[config.mk]
export PLATFORM = sky130hd
export DESIGN_NAME = csp_ctrl_port
export DESIGN_NICKNAME = d
export VERILOG_FILES = /design/src/csp_pkg.sv /design/src/csp_sync.sv /design/src/csp_ctrl_port.sv
export SDC_FILE = /design/constraint.sdc
export NUM_CORES = 1
export LEC_CHECK = 0
export BUFFER_PORTS_ARGS = -buffer_cell sky130_fd_sc_hd__buf_2
export CAP_MARGIN = 20
export CORE_ASPECT_RATIO = 1.75
export CORE_UTILIZATION = 55
export DETAILED_ROUTE_END_ITERATION = 8
export GPL_ROUTABILITY_DRIVEN = 1
export GPL_TIMING_DRIVEN = 0
export PLACE_DENSITY = 0.77
export SLEW_MARGIN = 20
export SYNTH_ARGS = -nofsm -noshare
export SYNTH_HDL_FRONTEND = slang
export SYNTH_SLANG_ARGS = --single-unit
export TNS_END_PERCENT = 20
[constraint.sdc]
create_clock -name clk_i -period 6.2 [get_ports clk_i]
set_input_delay 0.62 -clock clk_i [delete_from_list [all_inputs] [get_ports clk_i]]
set_output_delay 0.62 -clock clk_i [all_outputs]
set_load 0.01 [all_outputs]
[src/csp_pkg.sv]
// Purpose: Shared constants and types for the codec serial control port
// Assumes: 8-bit internal registers, 7-bit register addresses
// Notes:   Avalon word index equals the 7-bit register address
package csp_pkg;

  localparam int ADDR_W     = 7;
  localparam int DATA_W     = 8;
  localparam int AV_DATA_W  = 32;
  localparam int GP_REGS    = 16;

  // Frame layout, counted in serial clock rising edges from zero
  localparam logic [3:0] CNT_ADDR_LAST = 4'h6;
  localparam logic [3:0] CNT_RW_BIT    = 4'h7;
  localparam logic [3:0] CNT_DATA_FRST = 4'h8;
  localparam logic [3:0] CNT_FRAME_END = 4'hF;

  // Register map
  localparam logic [ADDR_W-1:0] REG_IRQ_STATUS = 7'h20;
  localparam logic [ADDR_W-1:0] REG_IRQ_MASK   = 7'h21;
  localparam logic [ADDR_W-1:0] REG_SRC_ERROR  = 7'h22;
  localparam logic [ADDR_W-1:0] REG_RX_ERROR   = 7'h23;
  localparam logic [ADDR_W-1:0] REG_DAC_CTRL4  = 7'h24;

  // Field positions
  localparam int STAT_SRC_ERR_BIT = 0;
  localparam int STAT_RX_ERR_BIT  = 1;
  localparam int STAT_MISC_LSB    = 2;
  localparam int IRQ_PIN_SEL_BIT  = 0;

  // Reset values
  localparam logic [DATA_W-1:0] GP_RST     = 8'h00;
  localparam logic [DATA_W-1:0] STATUS_RST = 8'h00;
  localparam logic [DATA_W-1:0] MASK_RST   = 8'h00;
  localparam logic [DATA_W-1:0] ERR_RST    = 8'h00;
  localparam logic              PINSEL_RST = 1'b0;

  typedef struct packed {
    logic              en;
    logic [ADDR_W-1:0] addr;
    logic [DATA_W-1:0] data;
  } csp_wr_t;

  typedef struct packed {
    logic [DATA_W-1:0] src;
    logic [DATA_W-1:0] rx;
    logic [5:0]        misc;
  } csp_evt_t;

endpackage

[src/csp_sync.sv]
// Purpose: Two-flop synchroniser for asynchronous pin inputs
// Assumes: Each bit is a slow level relative to clk_i
// Notes:   First stage feeds only the second stage
`timescale 1ns/100ps
module csp_sync #(
  parameter int W = 1
) (
  input  wire logic         clk_i,
  input  wire logic         rst_i,
  input  wire logic [W-1:0] d_i,
  output logic      [W-1:0] q_o
);

  logic [W-1:0] meta_reg;

  always_ff @(posedge clk_i or posedge rst_i) begin
    if (rst_i) begin
      meta_reg <= '0;
      q_o      <= '0;
    end else begin
      meta_reg <= d_i;
      q_o      <= meta_reg;
    end
  end

endmodule

[src/csp_ctrl_port.sv]
// Purpose: Serial control port with register file and interrupt logic
// Assumes: Serial clock from the host, oversampled by clk_i at 40 MHz
// Notes:   Serial clock high and low phases must each last 3+ clk_i cycles
`timescale 1ns/100ps

//
// Contract
// - A single-register transfer is sixteen serial clock bits.
// - A transfer starts when the latch falls and bit counting begins there.
// - The first seven bits after the latch falls are the register address.
// - A low eighth bit makes a write of the next eight bits to that address.
// - A high eighth bit shifts the register out over the next eight clocks.
// - In a read, input bits after the read/write bit are ignored.
// - In a block write the address increments after each sixteenth bit.
// - In a block read the address increments and the next register follows.
// - Every register reached through the port is eight bits wide.
// - Interrupt status bits are sticky until the status register is read.
// - An interrupt is raised for a condition only if its mask bit is one.
// - Two summary bits flag converter and receiver errors with own registers.
// - The pin select bit routes zero-flag (0) or interrupt (1) to the pin.
module csp_ctrl_port
  import csp_pkg::*;
#(
  parameter int NUM_GP = GP_REGS
) (
  input  wire logic                 clk_i,
  input  wire logic                 rst_i,
  input  wire logic                 ctrl_latch_n_i,
  input  wire logic                 ctrl_serial_clock_i,
  input  wire logic                 ctrl_serial_in_i,
  output logic                      ctrl_serial_out_o,
  output logic                      ctrl_serial_out_oe_o,
  input  wire logic [ADDR_W-1:0]    avs_address_i,
  input  wire logic                 avs_read_i,
  input  wire logic                 avs_write_i,
  input  wire logic [AV_DATA_W-1:0] avs_writedata_i,
  input  wire logic [3:0]           avs_byteenable_i,
  output logic      [AV_DATA_W-1:0] avs_readdata_o,
  output logic                      avs_waitrequest_o,
  input  wire csp_evt_t             evt_i,
  input  wire logic                 zero_left_i,
  output logic                      irq_o,
  output logic                      zero_left_or_irq_pin_o
);

  typedef enum logic [1:0] {
    ST_IDLE,
    ST_ADDR,
    ST_WDATA,
    ST_RDATA
  } csp_state_t;

  // Synchronised pins
  logic [2:0]        pins_sync;
  logic              s_latch_n;
  logic              s_sclk;
  logic              s_mosi;
  logic              sclk_d_reg;
  logic              sclk_rise;
  logic              sclk_fall;

  // Serial frame state
  csp_state_t        state_reg;
  logic [3:0]        bit_cnt_reg;
  logic [ADDR_W-1:0] addr_reg;
  logic [DATA_W-1:0] shin_reg;
  logic [DATA_W-1:0] shout_reg;

  // Register file
  logic [DATA_W-1:0] gp_reg [NUM_GP];
  logic [DATA_W-1:0] status_reg;
  logic [DATA_W-1:0] status_next;
  logic [DATA_W-1:0] mask_reg;
  logic [DATA_W-1:0] src_err_reg;
  logic [DATA_W-1:0] src_err_next;
  logic [DATA_W-1:0] rx_err_reg;
  logic [DATA_W-1:0] rx_err_next;
  logic              pin_sel_reg;

  // Access strobes
  csp_wr_t           spi_wr;
  csp_wr_t           av_wr;
  logic              spi_rd_load;
  logic [ADDR_W-1:0] spi_rd_addr;
  logic              av_rd_take;

  csp_sync #(
    .W (3)
  ) u_sync (
    .clk_i (clk_i),
    .rst_i (rst_i),
    .d_i   ({ctrl_latch_n_i, ctrl_serial_clock_i, ctrl_serial_in_i}),
    .q_o   (pins_sync)
  );

  assign s_latch_n = pins_sync[2];
  assign s_sclk    = pins_sync[1];
  assign s_mosi    = pins_sync[0];

  always_ff @(posedge clk_i or posedge rst_i) begin
    if (rst_i) begin
      sclk_d_reg <= 1'b0;
    end else begin
      sclk_d_reg <= s_sclk;
    end
  end

  // Edges only count inside a frame
  assign sclk_rise = ~s_latch_n & s_sclk & ~sclk_d_reg;
  assign sclk_fall = ~s_latch_n & ~s_sclk & sclk_d_reg;

  // Read mux, reserved bits read as zero
  function automatic logic [DATA_W-1:0] rd_mux(input logic [ADDR_W-1:0] a);
    logic [DATA_W-1:0] v;
    v = '0;
    if (int'(a) < NUM_GP) begin
      v = gp_reg[int'(a)];
    end else begin
      case (a)
        REG_IRQ_STATUS: v = status_reg;
        REG_IRQ_MASK:   v = mask_reg;
        REG_SRC_ERROR:  v = src_err_reg;
        REG_RX_ERROR:   v = rx_err_reg;
        REG_DAC_CTRL4:  v[IRQ_PIN_SEL_BIT] = pin_sel_reg;
        default:        v = '0;
      endcase
    end
    return v;
  endfunction

  // Frame sequencer
  always_ff @(posedge clk_i or posedge rst_i) begin
    if (rst_i) begin
      state_reg   <= ST_IDLE;
      bit_cnt_reg <= '0;
      addr_reg    <= '0;
      shin_reg    <= '0;
    end else if (s_latch_n) begin
      state_reg   <= ST_IDLE;
      bit_cnt_reg <= '0;
      shin_reg    <= '0;
    end else begin
      case (state_reg)
        ST_IDLE: begin
          state_reg   <= ST_ADDR;
          bit_cnt_reg <= '0;
        end
        ST_ADDR: begin
          if (sclk_rise) begin
            shin_reg    <= {shin_reg[DATA_W-2:0], s_mosi};
            bit_cnt_reg <= bit_cnt_reg + 4'h1;
            if (bit_cnt_reg == CNT_ADDR_LAST) begin
              addr_reg <= {shin_reg[ADDR_W-2:0], s_mosi};
            end
            if (bit_cnt_reg == CNT_RW_BIT) begin
              state_reg <= s_mosi ? ST_RDATA : ST_WDATA;
            end
          end
        end
        ST_WDATA: begin
          if (sclk_rise) begin
            shin_reg <= {shin_reg[DATA_W-2:0], s_mosi};
            if (bit_cnt_reg == CNT_FRAME_END) begin
              addr_reg    <= addr_reg + 7'h01;
              bit_cnt_reg <= CNT_DATA_FRST;
            end else begin
              bit_cnt_reg <= bit_cnt_reg + 4'h1;
            end
          end
        end
        ST_RDATA: begin
          // Input line is not sampled here
          if (sclk_rise) begin
            if (bit_cnt_reg == CNT_FRAME_END) begin
              addr_reg    <= addr_reg + 7'h01;
              bit_cnt_reg <= CNT_DATA_FRST;
            end else begin
              bit_cnt_reg <= bit_cnt_reg + 4'h1;
            end
          end
        end
        default: begin
          state_reg <= ST_IDLE;
        end
      endcase
    end
  end

  // Serial write commit on the sixteenth bit
  always_comb begin
    spi_wr.en   = (state_reg == ST_WDATA) && sclk_rise &&
                  (bit_cnt_reg == CNT_FRAME_END);
    spi_wr.addr = addr_reg;
    spi_wr.data = {shin_reg[DATA_W-2:0], s_mosi};
  end

  // Serial read load: after the R/W bit, and after each sixteenth bit
  always_comb begin
    spi_rd_load = 1'b0;
    spi_rd_addr = addr_reg;
    if (sclk_rise && (state_reg == ST_ADDR) &&
        (bit_cnt_reg == CNT_RW_BIT) && s_mosi) begin
      spi_rd_load = 1'b1;
    end else if (sclk_rise && (state_reg == ST_RDATA) &&
                 (bit_cnt_reg == CNT_FRAME_END)) begin
      spi_rd_load = 1'b1;
      spi_rd_addr = addr_reg + 7'h01;
    end
  end

  // Serial output shifter, changes on falling serial edges
  always_ff @(posedge clk_i or posedge rst_i) begin
    if (rst_i) begin
      shout_reg            <= '0;
      ctrl_serial_out_o    <= 1'b0;
      ctrl_serial_out_oe_o <= 1'b0;
    end else if (s_latch_n) begin
      ctrl_serial_out_o    <= 1'b0;
      ctrl_serial_out_oe_o <= 1'b0;
    end else if (spi_rd_load) begin
      shout_reg            <= rd_mux(spi_rd_addr);
      ctrl_serial_out_oe_o <= 1'b1;
    end else if (sclk_fall && (state_reg == ST_RDATA)) begin
      ctrl_serial_out_o <= shout_reg[DATA_W-1];
      shout_reg         <= {shout_reg[DATA_W-2:0], 1'b0};
    end
  end

  // Avalon slave: one wait cycle, then the access completes
  always_ff @(posedge clk_i or posedge rst_i) begin
    if (rst_i) begin
      avs_waitrequest_o <= 1'b1;
      avs_readdata_o    <= '0;
    end else if (avs_waitrequest_o && (avs_read_i || avs_write_i)) begin
      avs_waitrequest_o <= 1'b0;
      if (avs_read_i) begin
        avs_readdata_o <= {{(AV_DATA_W-DATA_W){1'b0}},
                           rd_mux(avs_address_i)};
      end
    end else begin
      avs_waitrequest_o <= 1'b1;
    end
  end

  assign av_rd_take = avs_waitrequest_o && avs_read_i;

  always_comb begin
    av_wr.en   = ~avs_waitrequest_o && avs_write_i && avs_byteenable_i[0];
    av_wr.addr = avs_address_i;
    av_wr.data = avs_writedata_i[DATA_W-1:0];
  end

  // General registers; serial write wins a same-cycle same-address clash
  for (genvar g = 0; g < NUM_GP; g++) begin : g_gp
    always_ff @(posedge clk_i or posedge rst_i) begin
      if (rst_i) begin
        gp_reg[g] <= GP_RST;
      end else if (spi_wr.en && (int'(spi_wr.addr) == g)) begin
        gp_reg[g] <= spi_wr.data;
      end else if (av_wr.en && (int'(av_wr.addr) == g)) begin
        gp_reg[g] <= av_wr.data;
      end
    end
  end

  // Control registers
  always_ff @(posedge clk_i or posedge rst_i) begin
    if (rst_i) begin
      mask_reg    <= MASK_RST;
      pin_sel_reg <= PINSEL_RST;
    end else begin
      if (spi_wr.en && (spi_wr.addr == REG_IRQ_MASK)) begin
        mask_reg <= spi_wr.data;
      end else if (av_wr.en && (av_wr.addr == REG_IRQ_MASK)) begin
        mask_reg <= av_wr.data;
      end
      // Only the select bit is stored; reserved bits are dropped
      if (spi_wr.en && (spi_wr.addr == REG_DAC_CTRL4)) begin
        pin_sel_reg <= spi_wr.data[IRQ_PIN_SEL_BIT];
      end else if (av_wr.en && (av_wr.addr == REG_DAC_CTRL4)) begin
        pin_sel_reg <= av_wr.data[IRQ_PIN_SEL_BIT];
      end
    end
  end

  // Sticky flags: a read clears, a new event in that cycle survives
  always_comb begin
    status_next  = status_reg;
    src_err_next = src_err_reg;
    rx_err_next  = rx_err_reg;
    if ((spi_rd_load && (spi_rd_addr == REG_IRQ_STATUS)) ||
        (av_rd_take && (avs_address_i == REG_IRQ_STATUS))) begin
      status_next = '0;
    end
    if ((spi_rd_load && (spi_rd_addr == REG_SRC_ERROR)) ||
        (av_rd_take && (avs_address_i == REG_SRC_ERROR))) begin
      src_err_next = '0;
    end
    if ((spi_rd_load && (spi_rd_addr == REG_RX_ERROR)) ||
        (av_rd_take && (avs_address_i == REG_RX_ERROR))) begin
      rx_err_next = '0;
    end
    src_err_next = src_err_next | evt_i.src;
    rx_err_next  = rx_err_next | evt_i.rx;
    status_next[STAT_SRC_ERR_BIT] = status_next[STAT_SRC_ERR_BIT] |
                                    (|evt_i.src);
    status_next[STAT_RX_ERR_BIT]  = status_next[STAT_RX_ERR_BIT] |
                                    (|evt_i.rx);
    status_next[DATA_W-1:STAT_MISC_LSB] =
      status_next[DATA_W-1:STAT_MISC_LSB] | evt_i.misc;
  end

  always_ff @(posedge clk_i or posedge rst_i) begin
    if (rst_i) begin
      status_reg  <= STATUS_RST;
      src_err_reg <= ERR_RST;
      rx_err_reg  <= ERR_RST;
    end else begin
      status_reg  <= status_next;
      src_err_reg <= src_err_next;
      rx_err_reg  <= rx_err_next;
    end
  end

  // Interrupt and dual-purpose pin, both registered
  always_ff @(posedge clk_i or posedge rst_i) begin
    if (rst_i) begin
      irq_o                  <= 1'b0;
      zero_left_or_irq_pin_o <= 1'b0;
    end else begin
      irq_o <= |(status_reg & mask_reg);
      zero_left_or_irq_pin_o <= pin_sel_reg ?
                                (|(status_reg & mask_reg)) :
                                zero_left_i;
    end
  end

endmodule

==> results by group, run 1 <==
Routing
  • Via count: roughly 12000
  • DR iter-0 viols: between 1000 and 1500
  • Final wirelength: 52.8 mm
  • Post-route ant nets: 0
  • DR WL/cell: about 29 um
  • DRC: 0
  • Post-DR vias/cell: 6.89
  • Pre-antenna DRT Iters: 6

Cells and area
  • Share of cells above drive strength 1: 0.167
  • Utilization after layout: 0.628
  • Final-stage net count: between 1500 and 2000
  • Area Growth Syn to Fin: 12.0%
  • Commonest non-fill, non-tap cell in the layout: dfrtp_1
  • Most frequent cells in the layout: 208 x dfrtp_1, 185 x nand2_1, 185 x o21ai_0
  • Ant diodes: 0
  • Max reg flops: about 130

Clocking
  • CTS tree: done
  • CTS Buf Count: 21
  • H-Tree Level Count: 1
  • Post-CTS Setup Bufs: 0
  • Cells resized by post-CTS repair: 0
  • Longest Clk Path Bufs: 3
  • Skew-Pair Late Insertion Delay: between 500 and 600 ps
  • Clk slew on worst S/H paths: 70 ps
  • Num Clock Sinks: ~210
  • Root Driver: clkbuf_16
  • CTS Hold Bufs: 0

Critical path
  • Worst Path Max Fanout: 11
  • Worst Path Class, Setup: reg2reg
  • CP max-delay cell: o211ai_1
  • Required @ worst endpoint: 6570 ps
  • Arr. time, crit path: about 4500 ps
  • CP Launch Type: register
  • WP buf/inv: 6
  • Crit end category: register
  • CP peak stage delay: 570 ps
  • Critical-path cell list: buf_2, inv_2, buf_4, ha_1, buf_4, and2_0, clkbuf_1, and3_1, or2_2, buf_2, a221o_1, o211ai_1, a31oi_1
  • Worst reg2reg setup slack: about 2100 ps
  • CP delay by family, top: buffers and inverters

Timing
  • Worst hold margin: a little over 100 ps
  • Peak Freq: 0.244 GHz
  • Final Hold Viols: 0
  • RSZ-0062 raised after global routing: no
  • Crit path time final: slightly above 4000 ps
  • Final setup fails: 0
  • Slew Viols, Final: 0
  • Worst-Margin Slew: slightly below 1000 ps
  • Final period utilization: 0.661
  • Sum Neg Setup Slack: 0 ps
  • Rel. slew slack: 0.360
  • Setup Skew: around 14 ps

Global routing
  • First-pass GRT wire length: 78.0 mm
  • Largest net degree at the start of global routing: 35
  • Total grt overflow: 0
  • Initial antenna violation count: 2
  • Total GRT Usage: 0.431
  • Number of global-route vias before repair: around 12000

Power
  • P per Cell Area: between 200 and 300 nW/um^2
  • Tot Pwr: 4.00 mW
  • P_leak: around 5.3 nW
  • Max VDD drop: about 0.00025 V

Logic synthesis
  • Post-synth ARST share: 1.00
  • Synth cell types: 83
  • Seq/Total Area, Yosys: 0.390
  • Largest area contributor in the netlist: dfrtp_1
  • Cell count after synthesis: 1369
  • Top FF cell, synth: dfrtp_1
  • Netlist Area Pre-Place: 13400 sq um
  • FF+latch count, synth: around 210
  • Top-area cell type share of the netlist area: 0.388
  • Ranking of synthesized cells by area: dfrtp_1 39%, mux2i_1 11%, mux4_2 9.2%, o21ai_0 6.9%, nand2_1 5.2%
  • Syn avg cell area: between 9 and 10 sq um
  • Yosys Warn Count: 0
  • Post-synth EDFFs: 0

Floorplanning
  • Die area: roughly 25000 sq um
  • Initial Util: 0.561
  • Top Ports: 110
  • Height of the die: 209 um
  • Core area: 23900 sq um
  • Cell Rows: 75
  • Die W: between 100 and 150 um

Worst hold path
  • Worst hold path class: in2async

Placed design
  • PortBufs: 48
  • GP Congestion: around 1.0
  • DP Wirelength: a little under 40 mm

Job
  • Maximum capacitance violations: 0

Outcome
  • Status: completed
## path summary, 6_finish.rpt
check,from,endpoint,depth (start not counted)
min reg2reg,u_sync.meta_reg[0]$_DFF_PP0_,u_sync.q_o[0]$_DFF_PP0_,0
max reg2reg,addr_reg[0]$_DFFE_PP0P_,shout_reg[3]$_DFFE_PP0P_,13
max,addr_reg[0]$_DFFE_PP0P_,shout_reg[3]$_DFFE_PP0P_,13
min in group clk_i,ctrl_serial_in_i,u_sync.meta_reg[0]$_DFF_PP0_,1
min,rst_i,gp_reg[91]$_DFFE_PP0P_,2
max in group asynchronous,rst_i,gp_reg[112]$_DFFE_PP0P_,6
## report_power, final
part | switching [mW] | internal (mW) | total [mW]
logic | 0.709 | 0.388 | 1.10
clock network | 0.582 | 0.838 | 1.42
registers | 0.0632 | 1.42 | 1.48
## per-stage QoR
stage	instances	area, sq um	setup WS, ps
after floorplan	1392	13500	2870
after global placement	1748	14100	1560
after detailed placement	1755	14300	2370
after CTS	1791	15000	2350
after global routing	1791	15000	2060
final	1791	15000	2100
## cell families after synthesis
group | synth area share
other | 0.000280
adder cells (fa/ha/maj) | 0.0103
buffers and inverters | 0.0581
XOR/XNOR | 0.00196
multiplexers | 0.208
flip-flops | 0.390
AO/OA/AOI/OAI | 0.198
AND/OR/NAND/NOR | 0.133
## synthesized netlist by cell type, drive strengths merged (3+ instances only)
cell,n
a221o,12
a21o,27
nor3b,3
o211ai,12
o2111ai,4
mux2,4
a31oi,13
a211o,4
and2,6
and3,9
o21bai,5
nand3,18
dfrtp,208
o21a,3
buf,67
o22ai,6
mux2i,151
a221oi,14
o221ai,3
or2,5
a2bb2oi,8
inv,12
o21ai,201
a211oi,10
a22oi,13
nor3,7
a22o,14
a21oi,44
a311o,3
ha,11
or3,3
xnor2,3
nor4,13
clkbuf,77
nor2,68
nor2b,16
a32oi,4
nand2,187
nand4,13
a2111oi,3
nand2b,7
or4,3
mux4,55
## cell type report
cell class / count / area (sq um)
flip-flops and latches: 209 / 5230
well taps: 308 / 385
repair buffers: 55 / 388
inverters: 12 / 48.8
fillers: 2043 / 8910
plain buffers: 144 / 734
clock buffers: 29 / 596
multi-input cells: 1027 / 7500
clock inverters: 7 / 141
## worst register-to-register path: cells and delay by family (launching register included)
family,cells,cell delay (ps)
buffers and inverters,6,1300
flip-flops,1,390
AO/OA/AOI/OAI,3,1130
adder cells (fa/ha/maj),1,300
AND/OR/NAND/NOR,3,830
## layer usage
layer	GRT usage	share of wire	up-vias
li1	-	-	5217
met1	0.484	0.34	6022
met2	0.705	0.48	835
met3	0.0819	0.085	261
met4	0.357	0.099	2
met5	0	0.00025	-
No activity file was read; power rests on OpenSTA's default activity.
==> inputs of run 2 (changes only) <==
- PLACE_DENSITY: 0.77 -> 0.74
- clock period: 6.2 -> 3.9 ns (I/O delays scaled with it)
==> run 2 against run 1 <==
- combinational power up 58%
- cell area about the same
- first-iteration DRC count up 17%
- utilization about the same
- wire length down 1.4%
- largest cell class unchanged
==> results by group, run 2 (synthesis results as in run 1) <==
Timing
  • RSZ-0062 raised after global routing: no
  • Final setup fails: 0 (unchanged)
  • Worst-Margin Slew: 1020 ps (+56.7 ps)
  • Setup ws final: 38.0 ps (-2060 ps)
  • Final period utilization: 0.990 (+0.329)
  • Setup Skew: 16.0 ps (+1.71 ps)
  • Crit path time final: 3860 ps (-235 ps)
  • Peak Freq: 0.259 GHz (+6.1%)
  • Rel. slew slack: 0.322 (-0.0378)
  • Final Hold Viols: 0 (unchanged)
  • Slew Viols, Final: 0 (unchanged)

Power
  • Max VDD drop: 0.000327 V (+32%)
  • Clock share of power: 0.341 (-0.014)
  • Flop pwr share: 0.379 (+0.009)
  • Power share of the combinational group: 0.280 (+0.005)
  • P per Cell Area: 412 nW/um^2 (+55%)
  • Sw Ratio: 0.351 (+0.0121)
  • Psw: 2.17 mW (+61%)
  • Internal: 4.02 mW (+52%)
  • P_leak: 5.34 nW (-0.10%)

Routing
  • DR iter-0 viols: 1588 (+17%)
  • Pre-antenna DRT Iters: 6 (unchanged)
  • Final wirelength: 52.0 mm (-1.4%)
  • Via count: 12432 (+0.77%)
  • Post-route ant nets: 0 (unchanged)
  • Post-DR vias/cell: 6.91 (+0.32%)
  • DRC: 0 (unchanged)
  • DR WL/cell: 28.9 um (-1.9%)

Clocking
  • H-Tree Level Count: 1 (unchanged)
  • Longest Clk Path Bufs: 3 (unchanged)
  • Skew-Pair Late Insertion Delay: 540 ps (about the same)
  • Clk slew on worst S/H paths: 70 ps (about the same)
  • CTS tree: done
  • Root Driver: clkbuf_16
  • CTS Buf Count: 22 (+4.8%)
  • Num Clock Sinks: 209 (unchanged)

Critical path
  • CP Launch Type: register
  • Arr. time, crit path: 4250 ps (-220 ps)
  • Worst Path Max Fanout: 11 (unchanged)
  • Critical-path cell list: clkbuf_4, inv_2, buf_6, ha_1, buf_4, and4_1, buf_2, and3_1, buf_6, or2_1, buf_2, buf_4, a221o_1, o211ai_1, a31oi_1
  • CP max-delay cell: o211ai_1
  • Required @ worst endpoint: 4290 ps (-2280 ps)
  • CP peak stage delay: 570 ps (about the same)
  • WP buf/inv: 8 (+2)
  • Crit end category: register
  • CP delay by family, top: buffers and inverters
  • Worst Path Class, Setup: reg2reg

Global routing
  • Total GRT Usage: 0.423 (-0.00780)
  • Number of global-route vias before repair: 12479 (+2.9%)
  • Initial antenna violation count: 2 (unchanged)
  • First-pass GRT wire length: 77.6 mm (-0.53%)
  • Total grt overflow: 0 (unchanged)
  • Largest net degree at the start of global routing: 37 (+5.7%)

Floorplanning
  • Die W: 120 um (unchanged)
  • Initial Util: 0.561 (unchanged)
  • Die area: 25000 sq um (unchanged)
  • Cell Rows: 75 (unchanged)
  • Top Ports: 110 (unchanged)
  • Height of the die: 209 um (unchanged)
  • Core area: 23900 sq um (unchanged)

Cells and area
  • Area Growth Syn to Fin: 12.0% (about the same)
  • Commonest non-fill, non-tap cell in the layout: dfrtp_1
  • Post-Layout Cell Count: 1799 (+0.45%)
  • Max reg flops: 128 (unchanged)
  • Most frequent cells in the layout: 208 x dfrtp_1, 185 x nand2_1, 185 x o21ai_0
  • Final instance area: 15000 sq um (about the same)
  • Final-stage net count: 1558 (+0.26%)
  • Share of cells above drive strength 1: 0.168 (+0.00123)
  • Utilization after layout: 0.628 (about the same)

Placed design
  • GP Congestion: 1.08 (+5.4%)
  • PortBufs: 48 (unchanged)
  • Placed cell count: 1755 (unchanged)
  • Setup WS pre-CTS: 66.9 ps (-2300 ps)
  • Area after DPL: 14300 sq um (about the same)
  • DP Wirelength: 38.8 mm (-2.5%)

Outcome
  • Status: completed

Worst hold path
  • Worst hold path class: in2reg

Job
  • Maximum capacitance violations: 0 (unchanged)
run 2: cell types whose count changed in the layout (fill, tap and decap cells not counted), sizes merged:
cell,previous run,this run
clkinvlp,2,4
buf,122,120
diode,0,1
clkbuf,106,109
clkinv,1,5
bufinv,4,0
dlygate4sd3,0,4
run 2: power groups by stage:
stage	sequential (mW)	combinational, mW	clock [mW]
after floorplan	2.36	1.14	0
after global placement	2.38	1.62	0
after CTS	2.34	1.67	2.10
final	2.35	1.74	2.11
after global routing	2.35	1.83	2.18
after detailed placement	2.38	1.66	0
run 2: final timing paths:
| check | start | endpoint | slack, ps | cells past startpoint |
|---|---|---|---|---|
| worst min register to register | u_sync.meta_reg[2]$_DFF_PP0_ | u_sync.q_o[2]$_DFF_PP0_ | 360 | 0 |
| min in group asynchronous | rst_i | gp_reg[84]$_DFFE_PP0P_ | 490 | 3 |
| worst max register to register | addr_reg[0]$_DFFE_PP0P_ | shout_reg[3]$_DFFE_PP0P_ | 40 | 15 |
| max in group asynchronous | rst_i | gp_reg[126]$_DFFE_PP0P_ | 2550 | 5 |
| worst min-delay path | avs_write_i | avs_waitrequest_o$_DFF_PP1_ | 30 | 2 |
| worst max-delay path | addr_reg[0]$_DFFE_PP0P_ | shout_reg[3]$_DFFE_PP0P_ | 40 | 15 |
run 2: worst reg2reg max path, cell delays in order (launching register included):
cell	delay, ps
dfrtp_1	400
clkbuf_4	200
inv_2	110
buf_6	190
ha_1	250
buf_4	200
and4_1	190
buf_2	160
and3_1	200
buf_6	150
or2_1	220
buf_2	170
buf_4	230
a221o_1	320
o211ai_1	570
a31oi_1	160
run 2: stage by stage:
step	hold slack, ps	setup TNS [ps]	total power [mW]
5_1_grt	26.6	0	6.36
2_1_floorplan	331	0	3.49
3_5_place_dp	342	0	4.04
4_1_cts	21.3	0	6.11
3_3_place_gp	333	-107310	3.99
6_report	26.3	0	6.19
run 2: timing repair:
action                                  in CTS  in global routing
endpoints found under the setup margin       0                  4
hold endpoints to repair                    23                  0
buffers inserted                             0                  0
resized for setup                            0                  3
hold buffers                                 4                  0
run 2: layer usage:
metal	vias to the layer above	wire length (um)	global-route usage
li1	5229	-	-
met1	6002	17800	0.484
met2	912	23900	0.671
met3	289	4480	0.0712
met4	0	5810	0.388
met5	-	0	0
run 2: layout make-up:
cell class	instances	area (sq um)
Fill cell	2029	8900
Multi-Input combinational cell	1027	7500
Sequential cell	209	5230
Buffer	143	736
Clock buffer	31	636
Timing Repair Buffer	59	435
Tap cell	308	385
Clock inverter	9	56.3
Inverter	12	48.8
Antenna cell	1	2.50
==> inputs of run 3 (changes only) <==
--- a/config.mk
+++ b/config.mk
@@ -10,4 +10,5 @@
 export CORE_ASPECT_RATIO = 1.75
 export CORE_UTILIZATION = 55
+export CTS_CLUSTER_SIZE = 30
 export DETAILED_ROUTE_END_ITERATION = 8
 export GPL_ROUTABILITY_DRIVEN = 1
==> constraint.sdc (replaced) <==
create_clock -name clk_i -period 3.9 [get_ports clk_i]
set_input_delay 0.195 -clock clk_i [delete_from_list [all_inputs] [get_ports clk_i]]
set_output_delay 0.195 -clock clk_i [all_outputs]
set_load 0.01 [all_outputs]
==> run 3 against run 2 <==
- clock skew fell by 1.0 ps
- fmax fell by 0.61%
- wire length up 1.1%
- critical endpoint unchanged
==> results by group, run 3 (synthesis results as in run 1) <==
Routing
  • DR iter-0 viols: 1721 (+8.4%)
  • DR WL/cell: 28.8 um (-0.28%)
  • Pre-antenna DRT Iters: 9 (+3)
  • Post-DR vias/cell: 6.93 (+0.26%)
  • Via count: 12637 (+1.6%)
  • DRC: 0 (unchanged)
  • Post-route ant nets: 0 (unchanged)
  • Final wirelength: 52.6 mm (+1.1%)

Global routing
  • Initial antenna violation count: 3 (+1)
  • First-pass GRT wire length: 78.6 mm (+1.2%)
  • Largest net degree at the start of global routing: 37 (unchanged)
  • Total GRT Usage: 0.428 (+0.00475)
  • Total grt overflow: 0 (unchanged)
  • Number of global-route vias before repair: 12622 (+1.1%)

Critical path
  • Critical-path cell list: clkbuf_4, inv_2, buf_6, ha_1, buf_4, and4_1, buf_2, and3_1, buf_6, or2_1, buf_2, buf_4, a221o_1, o211ai_1, a31oi_1
  • CP peak stage delay: 600 ps (+30 ps)
  • WP buf/inv: 8 (unchanged)
  • Worst Path Class, Setup: reg2reg
  • CP Launch Type: register
  • Required @ worst endpoint: 4290 ps (about the same)
  • Crit end category: register
  • Worst Path Max Fanout: 11 (unchanged)
  • CP delay by family, top: buffers and inverters
  • Arr. time, crit path: 4270 ps (+20 ps)
  • CP max-delay cell: o211ai_1

Timing
  • Final period utilization: 0.996 (+0.00606)
  • Crit path time final: 3890 ps (+23.6 ps)
  • Slew Viols, Final: 0 (unchanged)
  • Setup ws final: 14.3 ps (-23.7 ps)
  • Sum Neg Setup Slack: 0 ps (unchanged)
  • RSZ-0062 raised after global routing: no
  • Rel. slew slack: 0.304 (-0.0182)
  • Final Hold Viols: 0 (unchanged)
  • Worst-Margin Slew: 1040 ps (+27.3 ps)
  • Setup Skew: 14.9 ps (-1.04 ps)
  • Worst hold margin: 187 ps (+160 ps)
  • Peak Freq: 0.257 GHz (-0.61%)
  • Final setup fails: 0 (unchanged)

Outcome
  • Status: completed

Clocking
  • CTS Buf Count: 22 (unchanged)
  • H-Tree Level Count: 1 (unchanged)
  • Clk slew on worst S/H paths: 70 ps (about the same)
  • Longest Clk Path Bufs: 3 (unchanged)
  • Skew-Pair Late Insertion Delay: 540 ps (about the same)
  • CTS tree: done
  • Num Clock Sinks: 209 (unchanged)
  • Post-CTS Setup Bufs: 0 (unchanged)
  • Root Driver: clkbuf_16

Cells and area
  • Max reg flops: 128 (unchanged)
  • Share of cells above drive strength 1: 0.165 (-0.00344)
  • Most frequent cells in the layout: 208 x dfrtp_1, 185 x nand2_1, 185 x o21ai_0
  • Area Growth Syn to Fin: 13.9%
  • Final-stage net count: 1583 (+1.6%)
  • Final instance area: 15300 sq um (+1.7%)
  • FILL cells: 1987 (-2.1%)
  • Commonest non-fill, non-tap cell in the layout: dfrtp_1

Power
  • Max VDD drop: 0.000326 V (-0.14%)
  • P per Cell Area: 407 nW/um^2 (-1.3%)
  • P_leak: 5.45 nW (+2.0%)

Floorplanning
  • Height of the die: 209 um (unchanged)
  • Top Ports: 110 (unchanged)
  • Initial Util: 0.561 (unchanged)
  • Cell Rows: 75 (unchanged)
  • Die area: 25000 sq um (unchanged)
  • Core area: 23900 sq um (unchanged)
  • Die W: 120 um (unchanged)

Placed design
  • Area after DPL: 14300 sq um (unchanged)
  • Setup WS pre-CTS: 66.9 ps (unchanged)
  • DP Wirelength: 38.8 mm (unchanged)
  • PortBufs: 48 (unchanged)
  • GP Congestion: 1.08 (unchanged)

Job
  • Maximum capacitance violations: 0 (unchanged)

Worst hold path
  • Worst hold path class: in2reg
## run 3: cell count changes in the layout (fill, tap and decap cells not counted), sizes merged
cell | before | now
dlygate4sd3 | 4 | 29
## run 3: layer usage
layer | global-route usage | wire length, um | vias up
met1 | 0.486 | 17300 | 6130
met2 | 0.676 | 24300 | 938
met4 | 0.403 | 5870 | 4
met3 | 0.0737 | 5020 | 295
met5 | 0 | 26 | -
li1 | - | - | 5270
## run 3: path summary, 6_finish.rpt
path,start,to,slack [ps],depth (start not counted)
setup / recovery,addr_reg[0]$_DFFE_PP0P_,shout_reg[3]$_DFFE_PP0P_,10,15
min in group asynchronous,rst_i,gp_reg[92]$_DFFE_PP0P_,300,3
max in group asynchronous,rst_i,gp_reg[126]$_DFFE_PP0P_,2750,5
hold / removal,avs_writedata_i[1],gp_reg[81]$_DFFE_PP0P_,190,3
hold reg to reg,u_sync.meta_reg[2]$_DFF_PP0_,u_sync.q_o[2]$_DFF_PP0_,360,0
setup reg to reg,addr_reg[0]$_DFFE_PP0P_,shout_reg[3]$_DFFE_PP0P_,10,15
## run 3: repair_timing
item / in CTS / in global routing
gates resized for setup: 0 / 2
hold buffers: 29 / 0
setup endpoints to repair: 0 / 3
endpoints found under the hold margin: 49 / 0
## run 3: power by group
group          leakage [nW]  switching [mW]  internal, mW
combinational          3.07            1.12         0.642
sequential             2.04          0.0984          2.25
clock                 0.335           0.964          1.14
total                  5.45            2.18          4.03
## run 3: worst min-delay path: cells and delay by family
family	cells	cell delay (ps)
buf+inv	1	220
compound gates	1	80
mux	1	190
## run 3: layout make-up
class	instances	area [sq um]	area share
multi-input combinational	1027	7500	0.491
sequential	209	5230	0.342
buffer	143	736	0.0482
timing repair buffer	84	686	0.0449
clock buffer	31	636	0.0416
tap	308	385	0.0252
clock inverter	9	56.3	0.00369
inverter	12	48.8	0.00319
antenna	1	2.50	0.000164
## run 3: per-stage QoR
| step | instances | power, mW | utilization |
|---|---|---|---|
| 2_1_floorplan | 1392 | 3.49 | - |
| 6_report | 1824 | 6.21 | 0.638 |
| 3_3_place_gp | 1748 | 3.99 | 0.590 |
| 5_1_grt | 1823 | 6.38 | 0.638 |
| 3_5_place_dp | 1755 | 4.04 | 0.597 |
| 4_1_cts | 1824 | 6.13 | 0.638 |
